File: src/common/mmt_params.svh
// Constants for the multi-mode timer: register offsets, field positions, reset values.
// Assumes inclusion by bare name from the design files.
`ifndef MMT_PARAMS_SVH
`define MMT_PARAMS_SVH
// =============================================================
// Register byte offsets
`define MMT_CTRL_OFS 8'h00
`define MMT_PSC_OFS 8'h04
`define MMT_ARR_OFS 8'h08
`define MMT_CNT_OFS 8'h0C
`define MMT_STAT_OFS 8'h10
`define MMT_MASK_OFS 8'h14
`define MMT_DTIME_OFS 8'h18
`define MMT_CHCFG_OFS 8'h1C
`define MMT_CCR0_OFS 8'h20
// =============================================================
// Control fields
`define MMT_CTRL_EN 0
`define MMT_CTRL_DIR 1
`define MMT_CTRL_CMS 2
`define MMT_CTRL_OPM 3
`define MMT_CTRL_DBGF 4
`define MMT_CTRL_ENC 5
`define MMT_CTRL_HALL 6
`define MMT_CTRL_SLV 7
`define MMT_CTRL_DMAE 8
// =============================================================
// Status bits: 0 update, 1..4 channel events, 5 trigger in
`define MMT_ST_UPD 0
`define MMT_ST_TRG 5
`define MMT_ST_W 6
// =============================================================
// Reset values
`define MMT_CTRL_RST 32'h0000_0000
`define MMT_PSC_RST 16'h0000
`define MMT_ARR_RST 32'hFFFF_FFFF
`define MMT_DT_RST 8'h00
`endif

File: src/common/mmt_pkg.sv
// Types for the multi-mode timer.
// Assumes mmt_params.svh is on the include path.
`default_nettype none
package mmt_pkg;
  // =============================================================
  // Channel modes
  typedef enum logic [2:0] {
    MMT_CH_OFF = 3'h0,
    MMT_CH_CAP = 3'h1,
    MMT_CH_CMP = 3'h3,
    MMT_CH_PWM = 3'h2,
    MMT_CH_OPM = 3'h6
  } mmt_chmode_t;
  // Counter direction state, Gray along up -> down
  typedef enum logic [1:0] {
    MMT_DIR_UP = 2'b00,
    MMT_DIR_DN = 2'b01
  } mmt_dir_t;
  // Inter-timer trigger carrier
  typedef struct packed {
    logic start;
    logic update;
    logic reset;
  } mmt_trig_t;
  // Pin-facing outputs of one channel
  typedef struct packed {
    logic oc;
    logic ocn;
  } mmt_pair_t;
endpackage
`default_nettype wire

File: src/verilog/mmt_channel.sv
// One capture/compare channel with complementary dead-time output.
// Assumes counter and edge inputs are synchronous to sys_clk.
`default_nettype none
`include "mmt_params.svh"
module mmt_channel
  import mmt_pkg::*;
#(
  parameter int CW = 32,
  parameter int DTW = 8
) (
  input wire logic sys_clk,
  input wire logic rstn,
  input wire logic [2:0] mode,
  input wire logic [CW-1:0] ccr,
  input wire logic [CW-1:0] cnt,
  input wire logic [CW-1:0] arr,
  input wire logic running,
  input wire logic [DTW-1:0] dtime,
  input wire logic cap_in,
  output logic [CW-1:0] cap_val,
  output logic event_p,
  output mmt_pair_t pins
);
  logic cap_d1_q;
  logic ref_q;
  logic ref_d1_q;
  logic [DTW-1:0] dt_q;
  logic active;
  // =============================================================
  // Reference level: compare and PWM over full 0..100%
  always_comb
  begin
    case (mmt_chmode_t'(mode))
      MMT_CH_PWM: active = running && (cnt < ccr); // RL8
      MMT_CH_OPM: active = running && (cnt >= ccr) && (ccr <= arr); // RL5
      MMT_CH_CMP: active = ref_q ^ (running && cnt == ccr); // RL5
      default: active = 1'b0;
    endcase
  end
  always_ff @(posedge sys_clk)
  begin
    if (!rstn)
    begin
      ref_q <= 1'b0;
      ref_d1_q <= 1'b0;
      cap_d1_q <= 1'b0;
      cap_val <= '0;
      event_p <= 1'b0;
    end
    else
    begin
      ref_q <= active;
      ref_d1_q <= ref_q;
      cap_d1_q <= cap_in;
      event_p <= 1'b0;
      if (mode == MMT_CH_CAP && cap_in && !cap_d1_q)
      begin
        cap_val <= cnt; // RL5
        event_p <= 1'b1;
      end
      else if (mode != MMT_CH_CAP && mode != MMT_CH_OFF && running && cnt == ccr)
        event_p <= 1'b1;
    end
  end
  // =============================================================
  // Dead time: delay each rising edge of either output
  always_ff @(posedge sys_clk)
  begin
    if (!rstn)
      dt_q <= '0;
    else if (ref_q != ref_d1_q)
      dt_q <= dtime; // RL6
    else if (dt_q != '0)
      dt_q <= dt_q - 1'b1;
  end
  always_ff @(posedge sys_clk)
  begin
    if (!rstn)
      pins <= '0;
    else
    begin
      pins.oc <= ref_q && (dt_q == '0) && (ref_q == ref_d1_q); // RL6
      pins.ocn <= !ref_q && (mode != MMT_CH_OFF) && (dt_q == '0) && (ref_q == ref_d1_q); // RL6
    end
  end
endmodule // mmt_channel
`default_nettype wire

File: src/verilog/mmt_timer.sv
// Multi-mode timer top: prescaler, auto-reload counter, four channels, AXI4-Lite slave.
// Assumes all pin inputs synchronous to sys_clk; single clock domain.
// Operation
// RL1 - The counter holds while the debug halt input is high and the freeze bit is set.
// RL2 - A prescaler divides the clock by any factor from 1 to 65536.
// RL3 - Counting may be up, down or alternating up/down by configuration.
// RL4 - The counter reloads from a programmable value; width is 32 or 16 bits.
// RL5 - Each of four channels does capture, compare, PWM or one-pulse output; here the one-pulse mode repeats every period, as nothing stops the counter.
// RL6 - Each channel drives a complementary pair with programmable dead time.
// RL7 - The complementary pairs of three channels form six phase outputs.
// RL8 - PWM duty spans constantly inactive through constantly active.
// RL9 - Trigger inputs from other timers start or reset this one; triggers go out.
// RL10 - Quadrature encoder and hall sensor inputs drive direction and counts; here a hall change only fires a capture on channel 0.
// RL11 - Timer events raise this instance's own DMA request.
// RL12 - With no channels the timer is a time base whose update paces a DAC.
// RL13 - Overflow or underflow reloads the counter and sets the update flag.
//
// Design decisions made here: the placing of the registers and the AXI4-Lite register port.
`default_nettype none
`include "mmt_params.svh"
module mmt_timer
  import mmt_pkg::*;
#(
  parameter int CW = 32,
  parameter int NCH = 4,
  parameter int DTW = 8
) (
  input wire logic sys_clk,
  input wire logic rstn,
  input wire logic [7:0] s_axi_awaddr,
  input wire logic s_axi_awvalid,
  output logic s_axi_awready,
  input wire logic [31:0] s_axi_wdata,
  input wire logic [3:0] s_axi_wstrb,
  input wire logic s_axi_wvalid,
  output logic s_axi_wready,
  output logic [1:0] s_axi_bresp,
  output logic s_axi_bvalid,
  input wire logic s_axi_bready,
  input wire logic [7:0] s_axi_araddr,
  input wire logic s_axi_arvalid,
  output logic s_axi_arready,
  output logic [31:0] s_axi_rdata,
  output logic [1:0] s_axi_rresp,
  output logic s_axi_rvalid,
  input wire logic s_axi_rready,
  input wire logic dbg_halt,
  input wire mmt_trig_t trig_in,
  output mmt_trig_t trig_out,
  input wire logic enc_a,
  input wire logic enc_b,
  input wire logic [2:0] hall_in,
  input wire logic [NCH-1:0] cap_in,
  output mmt_pair_t [NCH-1:0] ch_out,
  output logic [5:0] phase_out,
  output logic dma_req,
  output logic dac_trig,
  output logic irq
);
  logic [31:0] ctrl_q;
  logic [15:0] psc_q;
  logic [15:0] pcnt_q;
  logic [CW-1:0] arr_q;
  logic [CW-1:0] cnt_q;
  logic [`MMT_ST_W-1:0] stat_q;
  logic [`MMT_ST_W-1:0] mask_q;
  logic [DTW-1:0] dt_q;
  logic [3*NCH-1:0] chcfg_q;
  logic [CW-1:0] ccr_q [NCH];
  logic [CW-1:0] cap_val [NCH];
  logic [NCH-1:0] ch_ev;
  mmt_dir_t dir_q;
  logic tick;
  logic halted;
  logic upd;
  logic enc_step;
  logic enc_up;
  mmt_dir_t cdir;
  logic [1:0] enc_q;
  logic [2:0] hall_q;
  logic hall_ev;
  logic aw_hold_q;
  logic w_hold_q;
  logic [7:0] awaddr_q;
  logic [31:0] wdata_q;
  logic [3:0] wstrb_q;
  logic wr_go;
  logic [31:0] rd_val;
  logic [`MMT_ST_W-1:0] ev_set;
  logic [`MMT_ST_W-1:0] w1c;
  // =============================================================
  // Prescaler and halt
  assign halted = ctrl_q[`MMT_CTRL_DBGF] && dbg_halt; // RL1
  always_ff @(posedge sys_clk)
  begin
    if (!rstn)
      pcnt_q <= 16'h0000;
    else if (!ctrl_q[`MMT_CTRL_EN] || halted)
      pcnt_q <= pcnt_q; // RL1
    else if (pcnt_q >= psc_q)
      pcnt_q <= 16'h0000; // RL2
    else
      pcnt_q <= pcnt_q + 16'h0001;
  end
  // Encoder and hall inputs
  always_ff @(posedge sys_clk)
  begin
    if (!rstn)
    begin
      enc_q <= 2'b00;
      hall_q <= 3'b000;
    end
    else
    begin
      enc_q <= {enc_a, enc_b};
      hall_q <= hall_in;
    end
  end
  assign enc_step = (enc_q[1] ^ enc_a) ^ (enc_q[0] ^ enc_b); // RL10
  assign enc_up = enc_q[1] ^ enc_b; // RL10
  assign hall_ev = ctrl_q[`MMT_CTRL_HALL] && (hall_q != hall_in); // RL10
  always_comb
  begin
    if (!ctrl_q[`MMT_CTRL_EN] || halted)
      tick = 1'b0;
    else if (ctrl_q[`MMT_CTRL_SLV])
      tick = trig_in.start; // RL9
    else if (ctrl_q[`MMT_CTRL_ENC])
      tick = enc_step; // RL10
    else
      tick = (pcnt_q >= psc_q); // RL2
  end
  // =============================================================
  // Counter with reload
  assign cdir = (ctrl_q[`MMT_CTRL_ENC] && enc_step) ? (enc_up ? MMT_DIR_UP : MMT_DIR_DN) : dir_q;
  assign upd = tick && ((cdir == MMT_DIR_UP) ? (cnt_q >= arr_q) : (cnt_q == '0)); // RL13
  always_ff @(posedge sys_clk)
  begin
    if (!rstn)
    begin
      cnt_q <= '0;
      dir_q <= MMT_DIR_UP;
    end
    else if (trig_in.reset)
      cnt_q <= '0; // RL9
    else
    begin
      if (ctrl_q[`MMT_CTRL_ENC])
        dir_q <= cdir; // RL10
      else if (!ctrl_q[`MMT_CTRL_CMS])
        dir_q <= ctrl_q[`MMT_CTRL_DIR] ? MMT_DIR_DN : MMT_DIR_UP; // RL3
      if (tick)
      begin
        if (ctrl_q[`MMT_CTRL_CMS])
        begin
          if (dir_q == MMT_DIR_UP && cnt_q >= arr_q)
          begin
            dir_q <= MMT_DIR_DN; // RL3
            cnt_q <= arr_q - 1'b1;
          end
          else if (dir_q == MMT_DIR_DN && cnt_q == '0)
          begin
            dir_q <= MMT_DIR_UP; // RL3
            cnt_q <= CW'(1);
          end
          else
            cnt_q <= (dir_q == MMT_DIR_UP) ? cnt_q + 1'b1 : cnt_q - 1'b1;
        end
        else if (upd)
          cnt_q <= (cdir == MMT_DIR_UP) ? '0 : arr_q; // RL4 RL13
        else
          cnt_q <= (cdir == MMT_DIR_UP) ? cnt_q + 1'b1 : cnt_q - 1'b1;
      end
    end
  end
  // =============================================================
  // Channels
  genvar gi;
  generate
    for (gi = 0; gi < NCH; gi++)
    begin : g_ch
      mmt_channel #(.CW(CW), .DTW(DTW)) u_ch (
        .sys_clk(sys_clk),
        .rstn(rstn),
        .mode(chcfg_q[3*gi +: 3]),
        .ccr(ccr_q[gi]),
        .cnt(cnt_q),
        .arr(arr_q),
        .running(ctrl_q[`MMT_CTRL_EN]),
        .dtime(dt_q),
        .cap_in(cap_in[gi] ^ (gi == 0 && hall_ev)),
        .cap_val(cap_val[gi]),
        .event_p(ch_ev[gi]),
        .pins(ch_out[gi])
      ); // RL5
    end
  endgenerate
  always_comb
  begin
    for (int i = 0; i < 3; i++)
    begin
      phase_out[2*i] = (i < NCH) ? ch_out[i].oc : 1'b0; // RL7
      phase_out[2*i+1] = (i < NCH) ? ch_out[i].ocn : 1'b0; // RL7
    end
  end
  // =============================================================
  // Events, interrupt, DMA, trigger out
  assign ev_set = {trig_in.start, ch_ev, upd};
  always_ff @(posedge sys_clk)
  begin
    if (!rstn)
      stat_q <= '0;
    else
      stat_q <= (stat_q & ~w1c) | ev_set; // RL13
  end
  assign irq = |(stat_q & mask_q);
  always_ff @(posedge sys_clk)
  begin
    if (!rstn)
    begin
      dma_req <= 1'b0;
      dac_trig <= 1'b0;
      trig_out <= '0;
    end
    else
    begin
      dma_req <= ctrl_q[`MMT_CTRL_DMAE] && (upd || |ch_ev); // RL11
      dac_trig <= upd; // RL12
      trig_out.update <= upd; // RL9
      trig_out.start <= ctrl_q[`MMT_CTRL_EN] && !halted; // RL9
      trig_out.reset <= upd; // RL9
    end
  end
  // =============================================================
  // AXI4-Lite write
  assign s_axi_awready = !aw_hold_q;
  assign s_axi_wready = !w_hold_q;
  assign wr_go = aw_hold_q && w_hold_q && !s_axi_bvalid;
  always_ff @(posedge sys_clk)
  begin
    if (!rstn)
    begin
      aw_hold_q <= 1'b0;
      w_hold_q <= 1'b0;
      awaddr_q <= 8'h00;
      wdata_q <= 32'h0000_0000;
      wstrb_q <= 4'h0;
      s_axi_bvalid <= 1'b0;
    end
    else
    begin
      if (s_axi_awvalid && s_axi_awready)
      begin
        aw_hold_q <= 1'b1;
        awaddr_q <= s_axi_awaddr;
      end
      if (s_axi_wvalid && s_axi_wready)
      begin
        w_hold_q <= 1'b1;
        wdata_q <= s_axi_wdata;
        wstrb_q <= s_axi_wstrb;
      end
      if (wr_go)
      begin
        aw_hold_q <= 1'b0;
        w_hold_q <= 1'b0;
        s_axi_bvalid <= 1'b1;
      end
      else if (s_axi_bready)
        s_axi_bvalid <= 1'b0;
    end
  end
  assign s_axi_bresp = 2'b00;
  assign w1c = (wr_go && awaddr_q == `MMT_STAT_OFS && wstrb_q[0]) ?
               wdata_q[`MMT_ST_W-1:0] : '0;
  always_ff @(posedge sys_clk)
  begin
    if (!rstn)
    begin
      ctrl_q <= `MMT_CTRL_RST;
      psc_q <= `MMT_PSC_RST;
      arr_q <= CW'(`MMT_ARR_RST);
      mask_q <= '0;
      dt_q <= `MMT_DT_RST;
      chcfg_q <= '0;
      for (int i = 0; i < NCH; i++)
        ccr_q[i] <= '0;
    end
    else if (wr_go && wstrb_q == 4'hF)
    begin
      case (awaddr_q)
        `MMT_CTRL_OFS: ctrl_q <= wdata_q;
        `MMT_PSC_OFS: psc_q <= wdata_q[15:0]; // RL2
        `MMT_ARR_OFS: arr_q <= wdata_q[CW-1:0]; // RL4
        `MMT_MASK_OFS: mask_q <= wdata_q[`MMT_ST_W-1:0];
        `MMT_DTIME_OFS: dt_q <= wdata_q[DTW-1:0]; // RL6
        `MMT_CHCFG_OFS: chcfg_q <= wdata_q[3*NCH-1:0];
        default:
        begin
          for (int i = 0; i < NCH; i++)
            if (awaddr_q == `MMT_CCR0_OFS + 8'(4*i))
              ccr_q[i] <= wdata_q[CW-1:0];
        end
      endcase
    end
  end
  // =============================================================
  // AXI4-Lite read
  assign s_axi_arready = !s_axi_rvalid;
  assign s_axi_rresp = 2'b00;
  always_comb
  begin
    rd_val = 32'h0000_0000;
    case (s_axi_araddr)
      `MMT_CTRL_OFS: rd_val = ctrl_q;
      `MMT_PSC_OFS: rd_val = {16'h0000, psc_q};
      `MMT_ARR_OFS: rd_val = 32'(arr_q);
      `MMT_CNT_OFS: rd_val = 32'(cnt_q);
      `MMT_STAT_OFS: rd_val = 32'(stat_q);
      `MMT_MASK_OFS: rd_val = 32'(mask_q);
      `MMT_DTIME_OFS: rd_val = 32'(dt_q);
      `MMT_CHCFG_OFS: rd_val = 32'(chcfg_q);
      default:
      begin
        for (int i = 0; i < NCH; i++)
          if (s_axi_araddr == `MMT_CCR0_OFS + 8'(4*i))
            rd_val = 32'((chcfg_q[3*i +: 3] == MMT_CH_CAP) ? cap_val[i] : ccr_q[i]);
      end
    endcase
  end
  always_ff @(posedge sys_clk)
  begin
    if (!rstn)
    begin
      s_axi_rvalid <= 1'b0;
      s_axi_rdata <= 32'h0000_0000;
    end
    else if (s_axi_arvalid && s_axi_arready)
    begin
      s_axi_rvalid <= 1'b1;
      s_axi_rdata <= rd_val;
    end
    else if (s_axi_rready)
      s_axi_rvalid <= 1'b0;
  end
endmodule // mmt_timer
`default_nettype wire

File: config.mk
export PLATFORM = sky130hd
export DESIGN_NAME = mmt_timer
export DESIGN_NICKNAME = d
export VERILOG_FILES = /design/src/common/mmt_pkg.sv /design/src/verilog/mmt_channel.sv /design/src/verilog/mmt_timer.sv
export VERILOG_INCLUDE_DIRS = /design/src /design/src/common
export SDC_FILE = /design/constraint.sdc
export NUM_CORES = 2
export LEC_CHECK = 0
export BUFFER_PORTS_ARGS = -buffer_cell sky130_fd_sc_hd__buf_4
export CAP_MARGIN = 20
export CORE_MARGIN = 1
export CORE_UTILIZATION = 57
export DETAILED_ROUTE_END_ITERATION = 8
export PLACE_DENSITY = 0.74
export SLEW_MARGIN = 20
export SYNTH_ARGS = -nofsm -noshare
export SYNTH_HDL_FRONTEND = slang
export SYNTH_SLANG_ARGS = --single-unit
File: constraint.sdc
create_clock -name sys_clk -period 4.2 [get_ports sys_clk]
set_input_delay 1.05 -clock sys_clk [delete_from_list [all_inputs] [get_ports sys_clk]]
set_output_delay 1.05 -clock sys_clk [all_outputs]
set_load 0.01 [all_outputs]
Word-level counts from Yosys, hierarchy flattened
Memories as Yosys holds them, arrays and structs flattened.
Cells that the tools add are included.
{"block": "classes", "add_sub_neg": 8, "multipliers": 0, "div": 0, "n_lt_le_gt_ge": 14, "n_eq_ne": 56, "shift": 0, "n_mux": 80, "n_bitwise": 18, "reduce_logical": 122}
{"op": "$mux W32", "n": 19}
{"op": "$pmux W32 S8", "n": 1}
{"op": "$ge A32 B32 Y1", "n": 5}
{"op": "$eq A32 B32 Y1", "n": 4}
{"op": "$le A32 B32 Y1", "n": 4}
{"op": "$lt A32 B32 Y1", "n": 4}
{"op": "$logic_and A1 B1 Y1", "n": 72}
{"op": "$eq A8 B5 Y1 const B", "n": 8}
{"op": "$eq A8 B6 Y1 const B", "n": 8}
{"op": "$mux W8", "n": 8}
{"op": "$sub A32 B1 Y32 const B", "n": 2}
{"op": "$logic_not A8 Y1", "n": 6}
{"op": "$mux W1", "n": 39}
{"op": "$add A32 B1 Y32 const B", "n": 1}
{"op": "$logic_not A32 Y1", "n": 1}
{"op": "$reduce_bool A8 Y1", "n": 4}
{"op": "$sub A8 B1 Y8 const B", "n": 4}
{"op": "$eq A3 B2 Y1 const B", "n": 8}
{"op": "$eq A8 B4 Y1 const B", "n": 3}
{"op": "$add A16 B1 Y16 const B", "n": 1}
{"op": "$eq A8 B3 Y1 const B", "n": 2}
{"op": "$ge A16 B16 Y1", "n": 1}
{"op": "$mux W16", "n": 1}
{"op": "$logic_not A1 Y1", "n": 14}
{"op": "other kinds (25)", "n": 78}
{"block": "totals", "regBits": 434, "latchBits": 0, "mem_bits_rw": 128, "romBits": 0, "input_bits": 72, "output_inout_bits": 61, "memories": 1}
{"name": "ccr_q", "depth": 4, "width": 32, "rd": 4, "rd_clocked_by_memory_dff": 0, "write_ports": 4, "line": "mmt_timer.sv:69", "rtl": "logic [CW-1:0] ccr_q [NCH];"}

Logic depth before layout (Yosys ltp)
{"block": "depth", "word_depth": 9, "depth_mapped": 14}

Cells and area by module
Synthesis repeated with hierarchy kept, for this count alone.
{"block": "unflattened", "cells_unflattened": 4268, "area_unflattened_um2": 35285.1}
{"module": "mmt_timer", "instances": 1, "cells_per_inst": 2476, "area_per_inst_um2": 21476.8, "seq_area_each_um2": 8848.5}
{"module": "mmt_channel", "instances": 4, "cells_per_inst": 448, "area_per_inst_um2": 3452.1, "seq_area_each_um2": 920.9}

Worst setup path before layout
Ideal clock, no wire load.
{"block": "synth_path", "kind": "register -> register", "start": "reg s_axi_bvalid", "end": "mem ccr_q[2][0], enable pin", "setup_ps": 466, "arrival_time_ps": 3507, "t_required_ps": 3734, "slack_ps": 227, "stages_incl_launch_ff": 6, "path_buffers": 0, "synth_period_minus_slack_ps": 3973, "path_cell_list": "dfxtp_1 -> nor4b_1 -> nand3_1 -> nor2_1 -> nand3b_1 -> o21ai_0"}
{"element": "start: declaration", "line": "mmt_timer.sv:38", "rtl": "output logic s_axi_bvalid,"}
{"element": "start signal: assignment", "line": "mmt_timer.sv:248", "rtl": "s_axi_bvalid <= 1'b0;"}
{"element": "start signal: assignment", "line": "mmt_timer.sv:267", "rtl": "s_axi_bvalid <= 1'b1;"}
{"element": "start signal: assignment", "line": "mmt_timer.sv:270", "rtl": "s_axi_bvalid <= 1'b0;"}
{"element": "end: declaration", "line": "mmt_timer.sv:69"}

Worst setup path in the final report
{"block": "layout_path", "start": "reg psc_q[15]", "end": "reg cnt_q[13]"}
{"block": "layout_between", "elab_chain_len": 7}
{"element": "start: declaration", "line": "mmt_timer.sv:61", "rtl": "logic [15:0] psc_q;"}
{"element": "start signal: assignment", "line": "mmt_timer.sv:281", "rtl": "psc_q <= `MMT_PSC_RST;"}
{"element": "start signal: assignment", "line": "mmt_timer.sv:293", "rtl": "`MMT_PSC_OFS: psc_q <= wdata_q[15:0];"}
{"element": "$ge A16 B16 Y1 *", "line": "mmt_timer.sv:131", "rtl": "tick = (pcnt_q >= psc_q);"}
{"element": "$mux W1 *", "line": "mmt_timer.sv:128", "rtl": "else if (ctrl_q[`MMT_CTRL_ENC])"}
{"element": "$mux W1 *", "line": "mmt_timer.sv:126", "rtl": "else if (ctrl_q[`MMT_CTRL_SLV])"}
{"element": "$mux W1 *", "line": "mmt_timer.sv:124", "rtl": "if (!ctrl_q[`MMT_CTRL_EN] || halted)"}
{"element": "$logic_and A1 B1 Y1", "line": "mmt_timer.sv:136", "rtl": "assign upd = tick && ((cdir == MMT_DIR_UP) ? (cnt_q >= arr_q) : (cnt_q == '0));"}
{"element": "$mux W32", "line": "mmt_timer.sv:169", "rtl": "else if (upd)"}
{"element": "$mux W32", "line": "mmt_timer.sv:154", "rtl": "if (ctrl_q[`MMT_CTRL_CMS])"}
{"element": "end signal: assignment", "line": "mmt_timer.sv:159", "rtl": "cnt_q <= arr_q - 1'b1;"}
{"element": "end signal: assignment", "line": "mmt_timer.sv:170", "rtl": "cnt_q <= (cdir == MMT_DIR_UP) ? '0 : arr_q;"}
{"element": "end signal: assignment", "line": "mmt_timer.sv:172", "rtl": "cnt_q <= (cdir == MMT_DIR_UP) ? cnt_q + 1'b1 : cnt_q - 1'b1;"}
{"element": "end: declaration", "line": "mmt_timer.sv:64", "rtl": "logic [CW-1:0] cnt_q;"}
Every way passes the cells marked *; elsewhere a longest branch is shown, timed or not.
A chain may end at the register's enable or synchronous reset.

==> impl_metrics.ini <==
[min_path]
hold_class = flip-flop to flip-flop

[clock_tree]
htree_num_levels = 2
hold_buffers = 0
cts_root_buf = clkbuf_16
cts_setup_buffers = 0
clk_latency_ns = 0.66
cts.sinks = 562
cts_tree = built
cts_resized = 0
cts.clk_slew.worst_paths_ns = 0.06
cts_buffer_depth = 3
numCtsBuffers = 61

[sta]
fin_hold_ws_ns = 0.464
period_needed_ns = 3.80
tns_ns = 0
hold_viol_final = 0
clock-skew-final_ns = 0.0232
max_freq_ghz = 0.263
period_share_pct = 90.5
worst_pin_slew_ns = 1.38
setup_viol_count_final = 0
drv_slew = 0
rsz0062_at_grt = no
timing.slew.headroom_pct = 5.61

[floorplan]
die_area_um2 = 62100
core_area_um2 = 60400
dieWidth_um = 249
row_count = 90
pin_count = 133
fp.dieH_um = 249
initial_core_util_pct = 57.7

[logic_synthesis]
synthArstFlopShare_pct = 0
syn_area_um2 = 34800
seq_area_frac_synth_pct = 36.0
netlist.area_leader.share_pct = 25.0
synth_cells = 4199
synth-seq-cells = 562
synthTopCellsByCount = nand2_1 (651), dfxtp_1 (434), ha_1 (312)
synth-main-ff-cell = dfxtp_1
yosys_warnings = 0
yosysMostFrequentCell = nand2_1
syn_avg_cell_area_um2 = 8.29
ys_types = 87
synth.area.top_cells = dfxtp_1 (25%), ha_1 (11%), edfxtp_1 (11%)
synth_largest_area_cell = dfxtp_1
synth_edf_count = 128

[finish]
drive_gt1_share_pct = 10.3
fin_nets = 4684
multi_input_area_um2 = 20600
seq_area_um2 = 12500
fill_cells = 5168
area_growth_pct = 12.6

[setup_path]
critPathArrivalTime_ns = 4.35
critPathLaunch = psc_q[15]
rrSetupSlack_ns = 0.40
critPathLaunchType = flip-flop
crit_fanout = 10
r2r_end = cnt_q[13]
critPathRequiredTime_ns = 4.75
rr_worst_depth = 11
endpoint_kind = flip-flop
crit_end = cnt_q[13]
rr_startpoint = psc_q[15]
crit_type = flip-flop to flip-flop

[drt]
wirelength_mm = 134
vias = 33500
ant_nets = 0
met1_length_mm = 53.1
drtIter0Drc = 4776
drc = 0
wl_met3_mm = 19.9
viasPerCell = 6.53
avgRoutedWirePerCell_um = 26.0
wl_met2_mm = 54.5
routed.top_layer = met5
drtPass1Iterations = 7

[power_and_ir_drop]
ir_drop_mv = 0.350
power_density_nw_per_um2 = 331
leakage_nw = 16.4

[global_route]
overflow = 0
grt_first_pass_wirelength_mm = 196
track_usage_pct = 42.1
grt_start_max_net_pins = 208
antenna_found_initial = 4
grt_pass1_vias = 30500

[placement]
dpl.hpwl_mm = 96.4
port_buffers = 127
gp_congestion = 1.04

[run_status]
outcome = complete, no violations

[job]
drv_cap = 0
worst min path at each step:
stage	start	to	slack, ns	depth (start not counted)
after detailed placement	g_ch[2].u_ch.cap_val[9]	g_ch[2].u_ch.cap_val[9]	0.46	2
after CTS	g_ch[2].u_ch.cap_val[9]	g_ch[2].u_ch.cap_val[9]	0.47	2
after floorplan	ctrl_q[8]	dma_req	0.43	2
after global placement	g_ch[2].u_ch.cap_val[9]	g_ch[2].u_ch.cap_val[9]	0.45	2
final	g_ch[2].u_ch.cap_val[7]	g_ch[2].u_ch.cap_val[7]	0.46	2
after global routing	g_ch[2].u_ch.cap_val[18]	g_ch[2].u_ch.cap_val[18]	0.48	2
placed cells by master (no fill, tap or decap), types with 128 or more instances in the layout:
| master | count |
|---|---|
| o21ai_0 | 162 |
| dfxtp_1 | 434 |
| nand2_1 | 650 |
| and2_1 | 166 |
| ha_1 | 312 |
| inv_1 | 202 |
| edfxtp_1 | 128 |
| buf_4 | 293 |
| nor2_1 | 255 |
| a21boi_0 | 176 |
| a21oi_1 | 287 |
where the power goes:
group / leakage, nW / switching [mW] / total (mW) / internal [mW]
Clock: 1.00 / 2.40 / 5.48 / 3.09
Combinational: 10.5 / 0.844 / 1.51 / 0.668
Sequential: 4.85 / 0.253 / 5.98 / 5.73
Total: 16.4 / 3.49 / 13.0 / 9.48
sequential cells by signal, indices dropped and copies added (netlist names), 4 cells and up:
signal and count:
cnt_q 32, g_ch.u_ch.pins 8, g_ch.u_ch.cap_d1_q 4, dt_q 8, psc_q 16, awaddr_q 8, chcfg_q 12, wstrb_q 4
arr_q 32, ctrl_q 32, ccr_q 128, g_ch.u_ch.ref_d1_q 4, stat_q 6, g_ch.u_ch.dt_q 32, s_axi_rdata 32, g_ch.u_ch.cap_val 128
g_ch.u_ch.event_p 4, wdata_q 32, mask_q 6, pcnt_q 16, g_ch.u_ch.ref_q 4
worst max-delay path, stage by stage (launching register included):
cell and delay (ns):
dfxtp_1 0.39, inv_1 0.11, ha_1 0.31, nand2_1 0.07, nor2_1 0.18, nand2_1 0.14
o211ai_1 0.74, and2_1 0.54, nand2_1 0.39, nor3_1 0.51, a2bb2oi_1 0.14, a41oi_1 0.17
through the flow:
| step | util (%) | area (um2) | setup WS [ns] | power, mW | cells |
|---|---|---|---|---|---|
| after CTS | 65.0 | 39200 | 0.569 | 13.0 | 5134 |
| after floorplan | - | 34800 | 0.227 | 7.08 | 4202 |
| final | 65.0 | 39200 | 0.401 | 13.0 | 5135 |
| after global routing | 65.0 | 39200 | 0.368 | 13.4 | 5134 |
| after global placement | 61.6 | 37200 | 0.549 | 7.53 | 5018 |
| after detailed placement | 61.6 | 37200 | 0.509 | 7.57 | 5019 |
cell families after synthesis:
kind of cell	Yosys count	synth area share, %
AO/OA/AOI/OAI	1069	20.3
XOR/XNOR	117	2.94
adder cells (fa/ha/maj)	313	11.2
buffers and inverters	466	5.22
flip-flops	562	36.0
multiplexers	88	2.53
other	1	0.0108
AND/OR/NAND/NOR	1583	21.8
metal layers:
layer	up-vias	track usage [%]
li1	15100	-
met1	15600	59.1
met2	2365	60.6
met3	396	11.9
met4	4	16.7
met5	-	0
area by class of cell:
cell class / instances / area share [%]
Antenna cell: 1 / 0.00638
Clock buffer: 97 / 4.81
Clock inverter: 18 / 0.367
Inverter: 202 / 1.93
Multi-Input combinational cell: 3174 / 52.6
Sequential cell: 562 / 32.0
Tap cell: 782 / 2.49
Timing Repair Buffer: 299 / 5.86
Note: power is estimated with default switching activity, not from simulation.
